### config.mk
export PLATFORM = sky130hd
export DESIGN_NAME = lpsr_regs
export DESIGN_NICKNAME = d
export VERILOG_FILES = /design/src/core/lpsr_pkg.sv /design/src/core/lpsr_regs.sv
export SDC_FILE = /design/constraint.sdc
export NUM_CORES = 1
export LEC_CHECK = 0
export BUFFER_PORTS_ARGS = -buffer_cell sky130_fd_sc_hd__buf_2
export CAP_MARGIN = 15
export CORE_AREA = 2 2 69 71
export CTS_CLUSTER_DIAMETER = 200
export DETAILED_ROUTE_END_ITERATION = 6
export DIE_AREA = 0 0 71 73
export PLACE_DENSITY = 0.76
export SKIP_CTS_REPAIR_TIMING = 1
export SLEW_MARGIN = 30
export SYNTH_ARGS = -nofsm -noshare
export SYNTH_HDL_FRONTEND = slang
export SYNTH_SLANG_ARGS = --single-unit
### constraint.sdc
create_clock -name i_core_clk -period 1.95 [get_ports i_core_clk]
set_input_delay 0.39 -clock i_core_clk [delete_from_list [all_inputs] [get_ports i_core_clk]]
set_output_delay 0.39 -clock i_core_clk [all_outputs]
set_load 0.02 [all_outputs]
### src/core/lpsr_pkg.sv
// lpsr_pkg: constants and carrier types for the protection/status register block.
// assumes a 100 MHz core clock and an upstream serial slave that decodes byte transfers.
package lpsr_pkg;

    // register addresses
    localparam logic [7:0] LPSR_ADDR_FAULT_STATUS   = 8'h00;
    localparam logic [7:0] LPSR_ADDR_STATUS_2       = 8'h01;
    localparam logic [7:0] LPSR_ADDR_PROT_CONFIG    = 8'h05;

    // protection_config field positions
    localparam int LPSR_CFG_DIAG_EN_B_BIT  = 4;
    localparam int LPSR_CFG_RESERVED_BIT   = 5;
    localparam int LPSR_CFG_THERMAL_LATCH_SELECT_LATCH_BIT = 6;
    localparam int LPSR_CFG_COMP_BIT       = 7;

    // fault_status field positions
    localparam int LPSR_ST_OVERLOAD_A_BIT  = 0;
    localparam int LPSR_ST_OVERLOAD_B_BIT  = 1;
    localparam int LPSR_ST_VLOW_A_BIT      = 2;
    localparam int LPSR_ST_VLOW_B_BIT      = 3;
    localparam int LPSR_ST_PULLDOWN_OVERCURRENT_A_BIT       = 4;
    localparam int LPSR_ST_PULLDOWN_OVERCURRENT_B_BIT       = 5;
    localparam int LPSR_ST_OVERTEMP_BIT    = 6;
    localparam int LPSR_ST_UNDERVOLT_BIT   = 7;

    // reset values
    localparam logic [7:0] LPSR_PROT_CONFIG_RESET = 8'h00;
    localparam logic [7:0] LPSR_READ_DATA_RESET   = 8'h00;
    localparam logic [7:0] LPSR_UNMAPPED_READ     = 8'h00;

    // timing
    localparam int LPSR_CLK_PERIOD_PS      = 10000;
    localparam int LPSR_PDO_DEGLITCH_NS    = 1000;
    localparam int LPSR_PDO_DEGLITCH_CYC   =
        (LPSR_PDO_DEGLITCH_NS * 1000 + LPSR_CLK_PERIOD_PS - 1) / LPSR_CLK_PERIOD_PS;
    localparam int LPSR_DGL_W              = 16;

    // raw conditions from the analog monitors, synchronous to the core clock
    typedef struct packed {
        logic overload_a;
        logic overload_b;
        logic vlow_a;
        logic vlow_b;
        logic pulldown_oc_a;
        logic pulldown_oc_b;
        logic overtemp;
        logic undervolt;
    } lpsr_monitor_t;

    // register access strobes from the serial slave
    typedef struct packed {
        logic       wr;
        logic       rd;
        logic [7:0] addr;
        logic [7:0] wdata;
    } lpsr_reg_req_t;

    // supply enables and voltage-select clear toward the regulators
    typedef struct packed {
        logic enable_a;
        logic enable_b;
        logic output_voltage_select_clear;
    } lpsr_supply_ctl_t;

endpackage

### src/core/lpsr_regs.sv
// lpsr_regs: protection_config register, fault_status register and the
// thermal / overload shutdown sequencing for both supply channels.
// assumes monitor inputs and register strobes are synchronous to i_core_clk.
`timescale 1ns/1ps
`default_nettype none

module lpsr_regs #(
    parameter int DEGLITCH_CYCLES = lpsr_pkg::LPSR_PDO_DEGLITCH_CYC
) (
    // clock and reset
    input  wire logic                       i_core_clk,
    input  wire logic                       i_reset,
    // register access
    input  wire lpsr_pkg::lpsr_reg_req_t    i_reg_req,
    output logic [7:0]                      o_reg_rdata,
    // analog monitors
    input  wire lpsr_pkg::lpsr_monitor_t    i_monitor,
    // overload latch field held in the neighbouring config register
    input  wire logic                       i_overload_latch_select,
    // pulse: host has written a voltage-select field
    input  wire logic                       i_output_voltage_select_written,
    // controls toward the analog section
    output lpsr_pkg::lpsr_supply_ctl_t      o_supply_ctl,
    output logic                            o_low_current_diag_enable_b,
    output logic                            o_comp_high_esr
);
    import lpsr_pkg::*;

    typedef struct packed {
        logic [7:0]            config_q;
        logic [7:0]            rdata;
        logic [LPSR_DGL_W-1:0] dgl_a;
        logic [LPSR_DGL_W-1:0] dgl_b;
        logic                  pulldown_overcurrent_a;
        logic                  pulldown_overcurrent_b;
        logic                  thermal_latch_select_off;
        logic                  ovl_off_a;
        logic                  ovl_off_b;
        logic                  prev_fault_trip;
        logic                  output_voltage_select_clear;
    } lpsr_state_t;

    localparam logic [LPSR_DGL_W-1:0] DGL_LIMIT = LPSR_DGL_W'(DEGLITCH_CYCLES);

    lpsr_state_t state_reg;
    lpsr_state_t state_next;
    logic [7:0]  status_now;
    logic        thermal_latch_select_latch;
    logic        trip_now;

    // pull-down overcurrent deglitch counter step
    function automatic logic [LPSR_DGL_W-1:0] dgl_step(
        input logic                  raw,
        input logic [LPSR_DGL_W-1:0] cnt
    );
        if (!raw) begin
            dgl_step = '0;
        end else if (cnt < DGL_LIMIT) begin
            dgl_step = cnt + LPSR_DGL_W'(1);
        end else begin
            dgl_step = cnt;
        end
    endfunction

    // deglitched flag: raised once the counter has reached the limit
    function automatic logic dgl_flag(input logic [LPSR_DGL_W-1:0] cnt);
        dgl_flag = (cnt >= DGL_LIMIT);
    endfunction

    // shutdown hold for one fault source; a fault seen under the latch setting
    // wins over a release in the same cycle, so a trip is never lost
    function automatic logic off_step(
        input logic cur_off,
        input logic latch_sel,
        input logic fault,
        input logic sel_written
    );
        if (latch_sel && fault) begin
            off_step = 1'b1;
        end else if (!latch_sel) begin
            off_step = 1'b0;
        end else if (sel_written && !fault) begin
            off_step = 1'b0;
        end else begin
            off_step = cur_off;
        end
    endfunction

    // read multiplexer; the second status slot and unmapped addresses read zero
    function automatic logic [7:0] read_mux(
        input logic [7:0] addr,
        input logic [7:0] status,
        input logic [7:0] cfg
    );
        case (addr)
            LPSR_ADDR_FAULT_STATUS: read_mux = status;
            LPSR_ADDR_PROT_CONFIG:  read_mux = cfg;
            default:                read_mux = LPSR_UNMAPPED_READ;
        endcase
    endfunction

    // channel output enable: off while its faults persist or while latched off
    function automatic logic chan_enable(
        input logic thermal_latch_select_off,
        input logic ovl_off,
        input logic overtemp,
        input logic overload
    );
        chan_enable = !thermal_latch_select_off && !ovl_off && !overtemp && !overload;
    endfunction

    assign thermal_latch_select_latch = state_reg.config_q[LPSR_CFG_THERMAL_LATCH_SELECT_LATCH_BIT];

    // live status image, no sticky bits so reads are free of side effects
    always_comb begin
        status_now = '0;
        status_now[LPSR_ST_OVERLOAD_A_BIT] = i_monitor.overload_a;
        status_now[LPSR_ST_OVERLOAD_B_BIT] = i_monitor.overload_b;
        status_now[LPSR_ST_VLOW_A_BIT]     = i_monitor.vlow_a;
        status_now[LPSR_ST_VLOW_B_BIT]     = i_monitor.vlow_b;
        status_now[LPSR_ST_PULLDOWN_OVERCURRENT_A_BIT]      = state_reg.pulldown_overcurrent_a;
        status_now[LPSR_ST_PULLDOWN_OVERCURRENT_B_BIT]      = state_reg.pulldown_overcurrent_b;
        status_now[LPSR_ST_OVERTEMP_BIT]   = i_monitor.overtemp;
        status_now[LPSR_ST_UNDERVOLT_BIT]  = i_monitor.undervolt;
    end

    // a latched trip fires when a fault appears under a latch setting
    assign trip_now = (thermal_latch_select_latch && i_monitor.overtemp)
                   || (i_overload_latch_select
                       && (i_monitor.overload_a || i_monitor.overload_b));

    always_comb begin
        state_next = state_reg;

        // register writes; status addresses ignore writes
        if (i_reg_req.wr && i_reg_req.addr == LPSR_ADDR_PROT_CONFIG) begin
            state_next.config_q = i_reg_req.wdata;
            state_next.config_q[LPSR_CFG_RESERVED_BIT] = 1'b0;
        end

        // register reads return data one cycle later
        if (i_reg_req.rd) begin
            state_next.rdata = read_mux(i_reg_req.addr, status_now,
                                        state_reg.config_q);
        end

        state_next.dgl_a = dgl_step(i_monitor.pulldown_oc_a, state_reg.dgl_a);
        state_next.dgl_b = dgl_step(i_monitor.pulldown_oc_b, state_reg.dgl_b);
        state_next.pulldown_overcurrent_a = dgl_flag(state_next.dgl_a);
        state_next.pulldown_overcurrent_b = dgl_flag(state_next.dgl_b);

        // latched thermal shutdown holds until the flag is gone and selects rewritten
        state_next.thermal_latch_select_off = off_step(state_reg.thermal_latch_select_off, thermal_latch_select_latch,
                                        i_monitor.overtemp, i_output_voltage_select_written);

        // overload latching works per channel in the same way
        state_next.ovl_off_a = off_step(state_reg.ovl_off_a, i_overload_latch_select,
                                        i_monitor.overload_a, i_output_voltage_select_written);
        state_next.ovl_off_b = off_step(state_reg.ovl_off_b, i_overload_latch_select,
                                        i_monitor.overload_b, i_output_voltage_select_written);

        // one pulse clears every voltage-select field on a new latched trip
        state_next.prev_fault_trip = trip_now;
        state_next.output_voltage_select_clear = trip_now && !state_reg.prev_fault_trip;
    end

    always_ff @(posedge i_core_clk) begin
        if (i_reset) begin
            state_reg.config_q        <= LPSR_PROT_CONFIG_RESET;
            state_reg.rdata           <= LPSR_READ_DATA_RESET;
            state_reg.dgl_a           <= '0;
            state_reg.dgl_b           <= '0;
            state_reg.pulldown_overcurrent_a           <= 1'b0;
            state_reg.pulldown_overcurrent_b           <= 1'b0;
            state_reg.thermal_latch_select_off       <= 1'b0;
            state_reg.ovl_off_a       <= 1'b0;
            state_reg.ovl_off_b       <= 1'b0;
            state_reg.prev_fault_trip <= 1'b0;
            state_reg.output_voltage_select_clear      <= 1'b0;
        end else begin
            state_reg <= state_next;
        end
    end

    // outputs off while overtemp or the channel's own overload persists (auto mode) or while latched off
    always_comb begin
        o_supply_ctl            = '0;
        o_supply_ctl.enable_a   = chan_enable(state_reg.thermal_latch_select_off,
                                              state_reg.ovl_off_a,
                                              i_monitor.overtemp,
                                              i_monitor.overload_a);
        o_supply_ctl.enable_b   = chan_enable(state_reg.thermal_latch_select_off,
                                              state_reg.ovl_off_b,
                                              i_monitor.overtemp,
                                              i_monitor.overload_b);
        o_supply_ctl.output_voltage_select_clear = state_reg.output_voltage_select_clear;
    end
    assign o_reg_rdata             = state_reg.rdata;
    assign o_low_current_diag_enable_b = state_reg.config_q[LPSR_CFG_DIAG_EN_B_BIT];
    assign o_comp_high_esr         = state_reg.config_q[LPSR_CFG_COMP_BIT];

endmodule

`default_nettype wire

# Yosys cells after proc, flatten, opt, wreduce, memory -nomap -nowiden
# Cells that the tools add are included.
[classes]
add_sub_neg = 2
magnitude_cmp = 4
n_eq_ne = 4
n_mux = 14
n_reduce_logical = 25
[op_table]
columns = ["cell", "n"]
rows = [
  ["16-bit two-way mux", 4],
  ["16-bit by 1-bit adder with 16-bit output (second input constant)", 2],
  ["16-bit by 7-bit >= comparator with 1-bit output (second input constant)", 2],
  ["16-bit by 7-bit less-than comparator with 1-bit output (second input constant)", 2],
  ["8-bit one-hot mux with 2 select lines", 1],
  ["1-bit logical AND", 15],
  ["1-bit two-way mux", 9],
  ["3-bit by 1-bit inequality test with 1-bit output (second input constant)", 3],
  ["8-bit by 3-bit equality test with 1-bit output (second input constant)", 1],
  ["8-bit zero test", 1],
  ["1-bit zero test", 7],
  ["1-bit logical OR", 2],
]
[totals]
ff_bits = 54
input_bits = 30
output_inout_bits = 13

# Longest topological paths before layout
# Gate-level depths: netlist of the first run.
[logic_depth]
word_depth = 5
ltp_mapped = 6

# Worst setup path before layout of the first run
# Ideal clock, no wire load.
[synth_timing]
kind = "input to register"
startpoint = "in i_reg_req[13] in the netlist's numbering"
endpoint = "reg state_reg (netlist bit o_comp_high_esr)"
setup_time_ns = 0.128
arrival_time_ns = 1.599
required_ns = 1.822
path_slack_ns = 0.224
stages = 5
path_cell_list = "or4_4 nor3_4 nand3_4 mux2i_1 nor2_1"
[synth_between]
elab_chain_cells = 2
[synth_lines]
columns = ["element", "line", "text"]
rows = [
  ["start, declared", "lpsr_regs.sv:14", "input wire lpsr_pkg::lpsr_reg_req_t i_reg_req,"],
  ["8-bit by 3-bit equality test with 1-bit output", "lpsr_regs.sv:136", "if (i_reg_req.wr && i_reg_req.addr == LPSR_ADDR_PROT_CONFIG) begin"],
  ["1-bit logical AND", "lpsr_regs.sv:136", ""],
  ["end signal, assigned", "lpsr_regs.sv:181", "state_reg <= state_next;"],
  ["end, declared", "lpsr_regs.sv:45", "lpsr_state_t state_reg;"],
]
# No other way between the ends.
# A chain may end at the register's enable or synchronous reset.

# Final worst setup path of the first run
[layout_timing]
startpoint = "reg state_reg[34] in the netlist's numbering"
endpoint = "reg state_reg[6] in the netlist's numbering"
[layout_between]
elab_chain_cells = 4
elab_cells_between_ends = 5
[layout_lines]
columns = ["element", "line", "text"]
rows = [
  ["16-bit by 1-bit adder with 16-bit output or 16-bit by 7-bit less-than comparator with 1-bit output (tied branches)", "lpsr_regs.sv:59, lpsr_regs.sv:58", ""],
  ["16-bit two-way mux *", "lpsr_regs.sv:58", "end else if (cnt < DGL_LIMIT) begin"],
  ["16-bit two-way mux *", "lpsr_regs.sv:56", "if (!raw) begin"],
  ["16-bit by 7-bit >= comparator with 1-bit output *", "lpsr_regs.sv:67", "dgl_flag = (cnt >= DGL_LIMIT);"],
]
# Mark *: on every way between the ends. The rest lies on a longest branch, timed or not.

==> results.json, run 1 <==
{
  "status": "finished, final reports clean",
  "port-buffer-count": 41,
  "drtAntennaViolNets": 0,
  "top_layer_used": "met4",
  "skew_ns": 0.00990,
  "grt_first_pass_wirelength_um": 6990,
  "wl_met1_um": 2010,
  "finalHoldViolCount": 0,
  "required_ns": 2.15,
  "place_congestion": 0.876,
  "htreeDepth": 2,
  "setup_viol": 0,
  "ys_seq_area_share_pct": 46.9,
  "synth-compound-area-share_pct": 12.1,
  "synthCells": 245,
  "vias_per_cell": 5.31,
  "grt_max_degree": 23,
  "critPathLaunchType": "register",
  "drc": 0,
  "synth-simple-area-share_pct": 27.7,
  "die_width_um": 71,
  "synthMuxAreaShare_pct": 3.90,
  "ir_drop_mv": 0.333,
  "grt_pass1_vias": 1656,
  "synth.avg_cell_area_um2": 9.42,
  "max_cap_viol_count": 0,
  "setup_slack_ns": 0.223,
  "finalNetCount": 312,
  "vias": 1780,
  "antenna_found_initial": 0,
  "drive_gt1_share_pct": 21.0,
  "area_growth_pct": 12.6,
  "synth-edff-count": 0,
  "synthXorXnorAreaFrac_pct": 3.80,
  "yosys.area_share.adder_pct": 1.08,
  "clk_latency_ns": 0.30,
  "numCtsBuffers": 5,
  "path_max_fanout": 5,
  "setup_tns_ns": 0,
  "rsz0062_at_grt": "false",
  "die_area_mm2": 0.00518,
  "grt_util_all_layers_pct": 16.9,
  "synth.top_cell.area_share_pct": 46.9,
  "relSlewSlack_pct": 53.8,
  "drt-pass1-iter-count": 4,
  "ys_top_cells_by_area": "dfxtp_1 47%, and2_1 6.2%, mux2i_1 3.9%",
  "route.met2.wl_um": 1790,
  "grt_overflow": 0,
  "hpwl_um": 3010,
  "yosysWarnings": 0,
  "syn-num-nets": 277,
  "post-place-ws_ns": 0.160,
  "synth_top_family_by_area": "simple AND/OR/NAND/NOR gates",
  "wl_met3_um": 206,
  "cts_tree": "yes",
  "p_leak_nw": 1.13,
  "power.density_mw_per_mm2": 699,
  "fmax_ghz": 0.579,
  "cp.arrival_ns": 1.92,
  "syn-cell-area_mm2": 0.00231,
  "antennaDiodeCount": 0,
  "ys_async_sr_fraction_pct": 0,
  "end_kind": "register",
  "cts_root_buffer": "clkbuf_8",
  "clk_pin_slew_ns": 0.09,
  "pin_count": 43,
  "clockBufferDepth": 2,
  "tightestPinTransition_ns": 0.684,
  "synth_seq_cells": 54,
  "fin_crit_sh_pct": 88.5,
  "largest_reg_flops": 43,
  "min_path_type": "in2reg",
  "synth_top_area_cell": "dfxtp_1",
  "min_period_ns": 1.73,
  "cts_sinks": 54,
  "start_util_pct": 50.9,
  "row_count": 25,
  "wl_per_cell_um": 12.2,
  "core-area_mm2": 0.00454,
  "routed_wirelength_um": 4090,
  "crit_type": "reg2reg",
  "ys.flop_type": "dfxtp_1",
  "slew_viol_final": 0,
  "synth_cell_types": 43,
  "dieHeight_um": 73,
  "first_iter_violations": 71
}
==> through the flow <==
| stage | total power, mW | hold slack [ns] | instances | cell area (um2) | util [%] |
|---|---|---|---|---|---|
| after floorplan | 1.19 | 0.367 | 245 | 2310 | - |
| after global placement | 1.24 | 0.372 | 327 | 2510 | 55.4 |
| after global routing | 1.89 | 0.332 | 335 | 2600 | 57.3 |
| after detailed placement | 1.25 | 0.388 | 327 | 2510 | 55.4 |
| after CTS | 1.84 | 0.318 | 335 | 2600 | 57.3 |
| final | 1.81 | 0.327 | 335 | 2600 | 57.3 |
==> power breakdown <==
part           internal (mW)  switching [mW]
Combinational         0.0457          0.0580
Clock                  0.254           0.342
Sequential              1.11         0.00529
==> worst max-delay path, stage by stage (launching register included) <==
cell	delay, ns
dfxtp_1	0.32
nor4_2	0.49
and2_1	0.25
nor4bb_1	0.27
o21ai_0	0.11
a21o_1	0.18
==> kinds of logic (layout without fill, tap and decap cells) <==
| kind of cell | after synthesis | after routing |
|---|---|---|
| buffers and inverters | 19 | 55 |
| flip-flops | 54 | 54 |
| AO/OA/AOI/OAI | 40 | 40 |
| XOR/XNOR | 10 | 10 |
| AND/OR/NAND/NOR | 111 | 111 |
| multiplexers | 9 | 9 |
| adder cells (fa/ha/maj) | 2 | 2 |
==> area by class of cell <==
cell class	instances	area, um2
Sequential cell	54	1080
Clock buffer	6	72.6
Timing Repair Buffer	45	235
Clock inverter	2	13.8
Inverter	2	7.51
Tap cell	54	67.6
Multi-Input combinational cell	172	1120
Fill cell	406	1940
==> metal layers <==
metal / track usage (%) / vias to the layer above
met1: 20.8 / 807
met5: 0 / -
met4: 6.92 / 0
met2: 28.0 / 42
met3: 4.97 / 7
li1: - / 924
==> final timing paths <==
check	startpoint	to	slack [ns]	cells past startpoint
worst max register to register	state_reg[34]	state_reg[6]	0.22	5
worst max-delay path	state_reg[34]	state_reg[6]	0.22	5
worst min register to register	state_reg[1]	o_supply_ctl[0]	0.39	1
worst min-delay path	i_reg_req[3]	state_reg[50]	0.33	3
==> synth_stat cells (2+ instances only) <==
master / count
buf_4: 9
nor2_1: 23
a21o_1: 2
nor4_1: 3
nor2b_1: 3
nand3_1: 16
buf_1: 2
nor3_1: 3
nand4_1: 3
nor4b_1: 2
o311ai_0: 2
xnor2_1: 2
nor3b_1: 2
or3_1: 2
nand2_1: 10
and3_1: 3
o21ai_0: 3
dfxtp_1: 54
a22o_1: 7
clkbuf_1: 5
and2_1: 23
ha_1: 2
inv_1: 2
xor2_1: 8
a21oi_1: 17
nand2b_1: 12
mux2i_1: 9
==> cells in the final DEF, fill, tap and decap left out, types with 7 or more instances in the layout <==
master / instances
mux2i_1: 9
nor2_1: 23
a21oi_1: 17
dfxtp_1: 54
xor2_1: 8
buf_2: 41
a22o_1: 7
nand3_1: 16
nand2_1: 10
and2_1: 23
nand2b_1: 12
Note: power is estimated with default switching activity, not from simulation.
==> inputs of run 2 (changes only) <==
--- a/config.mk
+++ b/config.mk
@@ -5,12 +5,14 @@
 export SDC_FILE = /design/constraint.sdc
 export NUM_CORES = 1
 export LEC_CHECK = 0
+export ABC_AREA = 1
 export BUFFER_PORTS_ARGS = -buffer_cell sky130_fd_sc_hd__buf_2
 export CAP_MARGIN = 15
-export CORE_AREA = 2 2 69 71
+export CORE_AREA = 2 2 70 72
 export CTS_CLUSTER_DIAMETER = 200
 export DETAILED_ROUTE_END_ITERATION = 6
-export DIE_AREA = 0 0 71 73
+export DIE_AREA = 0 0 72 74
+export GPL_TIMING_DRIVEN = 0
 export PLACE_DENSITY = 0.76
 export SKIP_CTS_REPAIR_TIMING = 1
 export SLEW_MARGIN = 30
==> run 2 against run 1 <==
- synthesized cell count up 36%
- cell count increased by 29%
- hold slack lost 0.044 ns
- total power increased by 3.2%
- clock-buffer cell count is the same
- fmax increased by 12%
- non-clock buffer count increased by 12
- combinational power rose by 45%
- utilization increased by 2.7 points
- clock skew down 0.0062 ns
- largest power group unchanged
- highest routed layer unchanged
==> results.json, run 2 <==
{
  "status": "finished, final reports clean",
  "routed_wirelength_um": 4460,
  "port-buffer-count": 40,
  "required_ns": 2.17,
  "dieHeight_um": 74,
  "slew_viol_final": 0,
  "clockBufferDepth": 2,
  "critPathLaunchType": "register",
  "synth-edff-count": 0,
  "p_leak_nw": 1.31,
  "hpwl_um": 3420,
  "ys_top_cells_by_area": "dfxtp_1 45%, nor2_1 10%, nand2_1 10%",
  "clk_latency_ns": 0.29,
  "core-area_mm2": 0.00460,
  "drtAntennaViolNets": 0,
  "drive_gt1_share_pct": 20.8,
  "die_area_mm2": 0.00533,
  "fmax_ghz": 0.648,
  "syn-cell-area_mm2": 0.00241,
  "cp.arrival_ns": 1.76,
  "synthCells": 333,
  "grt_first_pass_wirelength_um": 7850,
  "synth.top_cell.area_share_pct": 44.9,
  "rsz0062_at_grt": "false",
  "synth_top_area_cell": "dfxtp_1",
  "area_growth_pct": 14.6,
  "synth_seq_cells": 54,
  "power.density_mw_per_mm2": 679,
  "cp_slowest_cell": "dfxtp_1",
  "ys_async_sr_fraction_pct": 0,
  "die_width_um": 72,
  "start_util_pct": 52.4,
  "pin_count": 43,
  "max_cap_viol_count": 0,
  "first_iter_violations": 124,
  "ys_seq_area_share_pct": 44.9,
  "synth.most_common_cell": "nor2_1",
  "path_max_fanout": 10,
  "cts_sinks": 54,
  "synth.avg_cell_area_um2": 7.23,
  "wl_per_cell_um": 10.3,
  "slowest_delay_ns": 0.32,
  "cts_root_buffer": "clkbuf_8",
  "antenna_found_initial": 0,
  "vias": 2110,
  "largest_reg_flops": 43,
  "skew_ns": 0.00374,
  "grt_overflow": 0,
  "final_util_pct": 60.0,
  "numCtsBuffers": 5,
  "final_cell_mix": "67 x nor2_1, 64 x nand2_1, 54 x dfxtp_1",
  "row_count": 25,
  "yosysWarnings": 0,
  "cp_num_buf_inv": 0,
  "cts_tree": "yes",
  "drc": 0,
  "relSlewSlack_pct": 63.6,
  "final_common_cell": "nor2_1",
  "tightestPinTransition_ns": 0.542,
  "finalNetCount": 412,
  "synth_cell_types": 28,
  "setup_tns_ns": 0,
  "place_congestion": 0.887,
  "path_cells": "nor2_1 -> nand3_1 -> nor2_1 -> nand2_2 -> o21ai_1 -> nand2_1 -> nand3_1 -> nand2_1 -> a21oi_1",
  "setup_viol": 0,
  "grt_util_all_layers_pct": 18.3,
  "vias_per_cell": 4.87,
  "htreeDepth": 2,
  "antennaDiodeCount": 0,
  "min_period_ns": 1.54,
  "ys.flop_type": "dfxtp_1",
  "grt_pass1_vias": 1892,
  "min_path_type": "in2reg",
  "ir_drop_mv": 0.446,
  "crit_type": "reg2reg",
  "drt-pass1-iter-count": 4,
  "crit_family": "simple AND/OR/NAND/NOR gates",
  "clk_pin_slew_ns": 0.09,
  "grt_max_degree": 15,
  "synth_common_cells": "67 x nor2_1, 64 x nand2_1, 54 x dfxtp_1, 27 x nand3_1, 25 x inv_1",
  "fin_crit_sh_pct": 79.2,
  "end_kind": "register",
  "syn-num-nets": 365,
  "finalHoldViolCount": 0
}
==> run 2: cell count changes in the layout (fill, tap and decap cells not counted), moves of 7 or more <==
cell,previous run,this run
nand2_1,10,64
nor2_1,23,67
and2_1,23,0
inv_1,2,25
inv_2,0,15
nand2b_1,12,0
a21oi_1,17,6
nand3_1,16,27
o21ai_1,0,10
mux2i_1,9,0
nor3_1,3,11
a22o_1,7,0
==> run 2: power by group <==
part	total, mW	internal (mW)	leakage [nW]	switching [mW]
clock	0.593	0.274	0.0431	0.319
combinational	0.151	0.0626	0.827	0.0888
sequential	1.13	1.12	0.438	0.00965
total	1.87	1.46	1.31	0.417
==> run 2: cell type report <==
cell class | instances | area (um2)
buffer | 17 | 103
clock buffer | 6 | 82.6
fill | 412 | 1840
inverter | 41 | 156
multi-input combinational | 221 | 1070
sequential | 54 | 1080
tap | 54 | 67.6
timing repair buffer | 40 | 200
==> run 2: metrics by stage <==
step	hold WS [ns]	cell area (um2)	setup slack, ns	std cells	power (mW)
floorplan	0.376	2410	0.463	333	1.25
detailed placement	0.394	2680	0.145	427	1.31
CTS	0.279	2760	0.410	433	1.89
global route	0.286	2760	0.187	433	1.94
global placement	0.393	2680	0.160	427	1.30
finish	0.283	2760	0.406	433	1.87
==> run 2: logic make-up after synthesis <==
logic type      after synthesis  share of synthesized area [%]
xor+xnor                      6                           2.18
simple gates                180                           33.3
flops                        54                           44.9
fa+ha+maj                     2                           1.04
compound gates               33                           7.85
buf+inv                      58                           10.8
==> run 2: path summary, 6_finish.rpt <==
path,start,end,slack [ns],cells after the start
max reg2reg,state_reg[20],state_reg[5],0.41,9
min reg2reg,state_reg[1],o_supply_ctl[0],0.40,1
max,state_reg[20],state_reg[5],0.41,9
min,i_output_voltage_select_written,state_reg[2],0.28,2
==> run 2: metal layers <==
metal | vias to the layer above | track usage (%) | routed length, um
li1 | 1142 | - | -
met1 | 917 | 23.4 | 2080
met2 | 44 | 31.1 | 2120
met3 | 7 | 2.85 | 208
met4 | 0 | 7.34 | 50
met5 | - | 0 | 0
==> inputs of run 3 (changes only) <==
--- a/config.mk
+++ b/config.mk
@@ -5,15 +5,15 @@
 export SDC_FILE = /design/constraint.sdc
 export NUM_CORES = 1
 export LEC_CHECK = 0
-export ABC_AREA = 1
+export ABC_AREA = 0
 export BUFFER_PORTS_ARGS = -buffer_cell sky130_fd_sc_hd__buf_2
 export CAP_MARGIN = 15
-export CORE_AREA = 2 2 70 72
+export CORE_AREA = 2 2 72 74
 export CTS_CLUSTER_DIAMETER = 200
 export DETAILED_ROUTE_END_ITERATION = 6
-export DIE_AREA = 0 0 72 74
+export DIE_AREA = 0 0 74 76
 export GPL_TIMING_DRIVEN = 0
-export PLACE_DENSITY = 0.76
+export PLACE_DENSITY = 0.73
 export SKIP_CTS_REPAIR_TIMING = 1
 export SLEW_MARGIN = 30
 export SYNTH_ARGS = -nofsm -noshare
==> constraint.sdc (replaced) <==
create_clock -name i_core_clk -period 1.25 [get_ports i_core_clk]
set_input_delay 0.25 -clock i_core_clk [delete_from_list [all_inputs] [get_ports i_core_clk]]
set_output_delay 0.25 -clock i_core_clk [all_outputs]
set_load 0.02 [all_outputs]
==> run 3 against run 2 <==
- the flow now finishes with violations (negative setup slack)
- worst setup slack worse by 0.73 ns
- fmax fell by 1.9%
- total power grew 56%
- sequential share of layout area is 3.5 points lower
- largest power group unchanged
==> results.json, run 3 (synthesis gave the netlist of run 1 again) <==
{
  "relSlewSlack_pct": 57.6,
  "drc": 0,
  "path_max_fanout": 5,
  "fmax_ghz": 0.636,
  "r2r_end": "state_reg[6]",
  "multi_input_area_mm2": 0.00134,
  "fillers": 416,
  "first_iter_violations": 95,
  "grt_overflow": 0,
  "whs_ns": 0.193,
  "rr_worst_depth": 5,
  "wl_per_cell_um": 12.9,
  "area_growth_pct": 33.4,
  "fin_crit_sh_pct": 126,
  "skew_ns": 0.00618,
  "hp-start": "i_reg_req[1]",
  "clk_pin_slew_ns": 0.09,
  "setup_tns_ns": -6.45,
  "clockBufferDepth": 2,
  "p_total_mw": 2.91,
  "grt_util_all_layers_pct": 15.6,
  "slowest_delay_ns": 0.40,
  "route.met2.wl_um": 2300,
  "hold_depth": 3,
  "min_path_type": "in2reg",
  "finalHoldViolCount": 0,
  "end_kind": "register",
  "antennaDiodeCount": 0,
  "vias_per_cell": 5.06,
  "die_width_um": 74,
  "r2r_start": "state_reg[31]",
  "min_period_ns": 1.57,
  "cts_sinks": 54,
  "grt_pass1_vias": 1591,
  "row_count": 26,
  "die_area_mm2": 0.00562,
  "vias": 1907,
  "power.density_mw_per_mm2": 947,
  "top_layer_used": "met4",
  "setup_viol": 32,
  "final_common_cell": "dfxtp_1",
  "wl_met3_um": 211,
  "pin_count": 43,
  "grt_max_degree": 16,
  "seqCellArea_mm2": 0.00110,
  "finalNetCount": 338,
  "cp.arrival_ns": 1.77,
  "port-buffer-count": 41,
  "drive_gt1_share_pct": 39.4,
  "drtAntennaViolNets": 0,
  "rsz0062_at_grt": "true",
  "start_util_pct": 47.0,
  "required_ns": 1.45,
  "final_cell_mix": "46 x dfxtp_1, 39 x buf_2, 23 x nor2_1",
  "reg2reg_slack_ns": -0.32,
  "drt-pass1-iter-count": 4,
  "wl_met1_um": 2350,
  "slew_viol_final": 0,
  "antenna_found_initial": 0,
  "cp_slowest_cell": "nor4_4",
  "tightestPinTransition_ns": 0.633,
  "routed_wirelength_um": 4870,
  "numCtsBuffers": 5,
  "dieHeight_um": 76,
  "max_cap_viol_count": 0,
  "core-area_mm2": 0.00491,
  "clk_latency_ns": 0.30,
  "grt_first_pass_wirelength_um": 7040,
  "largest_reg_flops": 43,
  "place_congestion": 0.794,
  "path_cells": "nor4_4 -> nand4_1 -> mux2i_2 -> nor3b_2 -> a21o_1",
  "crit_type": "reg2reg",
  "cts_tree": "yes",
  "violations": "negative setup slack",
  "ir_drop_mv": 0.530,
  "setup_slack_ns": -0.323,
  "p_leak_nw": 1.28,
  "status": "finished with violations",
  "hpwl_um": 3050,
  "post-place-ws_ns": -0.676,
  "cts_root_buffer": "clkbuf_8",
  "critPathLaunchType": "register",
  "hold_end": "state_reg[48]",
  "htreeDepth": 2
}
==> run 3: area by class of cell <==
cell class | instances | share of cell area [%]
clock inverter | 1 | 0.163
timing repair buffer | 54 | 11.1
clock buffer | 7 | 2.81
tap | 70 | 2.85
inverter | 2 | 0.244
buffer | 17 | 3.46
multi-input combinational | 172 | 43.7
sequential | 54 | 35.7
==> run 3: worst max path at each step <==
stage / from / endpoint / cells after the start
after floorplan: i_reg_req[13] / o_comp_high_esr / 5
after global placement: i_reg_req[13] / o_comp_high_esr / 6
after detailed placement: i_reg_req[13] / o_low_current_diag_enable_b / 6
after CTS: i_reg_req[13] / o_comp_high_esr / 6
after global routing: state_reg[31] / state_reg[6] / 5
final: state_reg[31] / state_reg[6] / 5
==> run 3: power by group <==
| group | internal (mW) | switching [mW] |
|---|---|---|
| sequential | 1.73 | 0.0101 |
| combinational | 0.0861 | 0.109 |
| clock | 0.448 | 0.531 |
==> run 3: routing by layer <==
layer / vias to the layer above / GRT usage [%]
li1: 973 / -
met1: 887 / 22.3
met2: 45 / 23.5
met3: 2 / 4.10
met4: 0 / 3.82
met5: - / 0
==> run 3: worst max-delay path, delay by kind of cell, from the launching register on <==
family           cells  cell delay [ns]
AO/OA/AOI/OAI        1             0.18
flip-flops           1             0.34
AND/OR/NAND/NOR      3             0.69
multiplexers         1             0.27
==> run 3: through the flow <==
step	std cells	cell area (um2)	util, %
floorplan	245	2380	-
global placement	356	2670	54.4
detailed placement	356	2670	54.4
CTS	364	2760	56.2
global route	377	3080	62.6
finish	377	3080	62.6
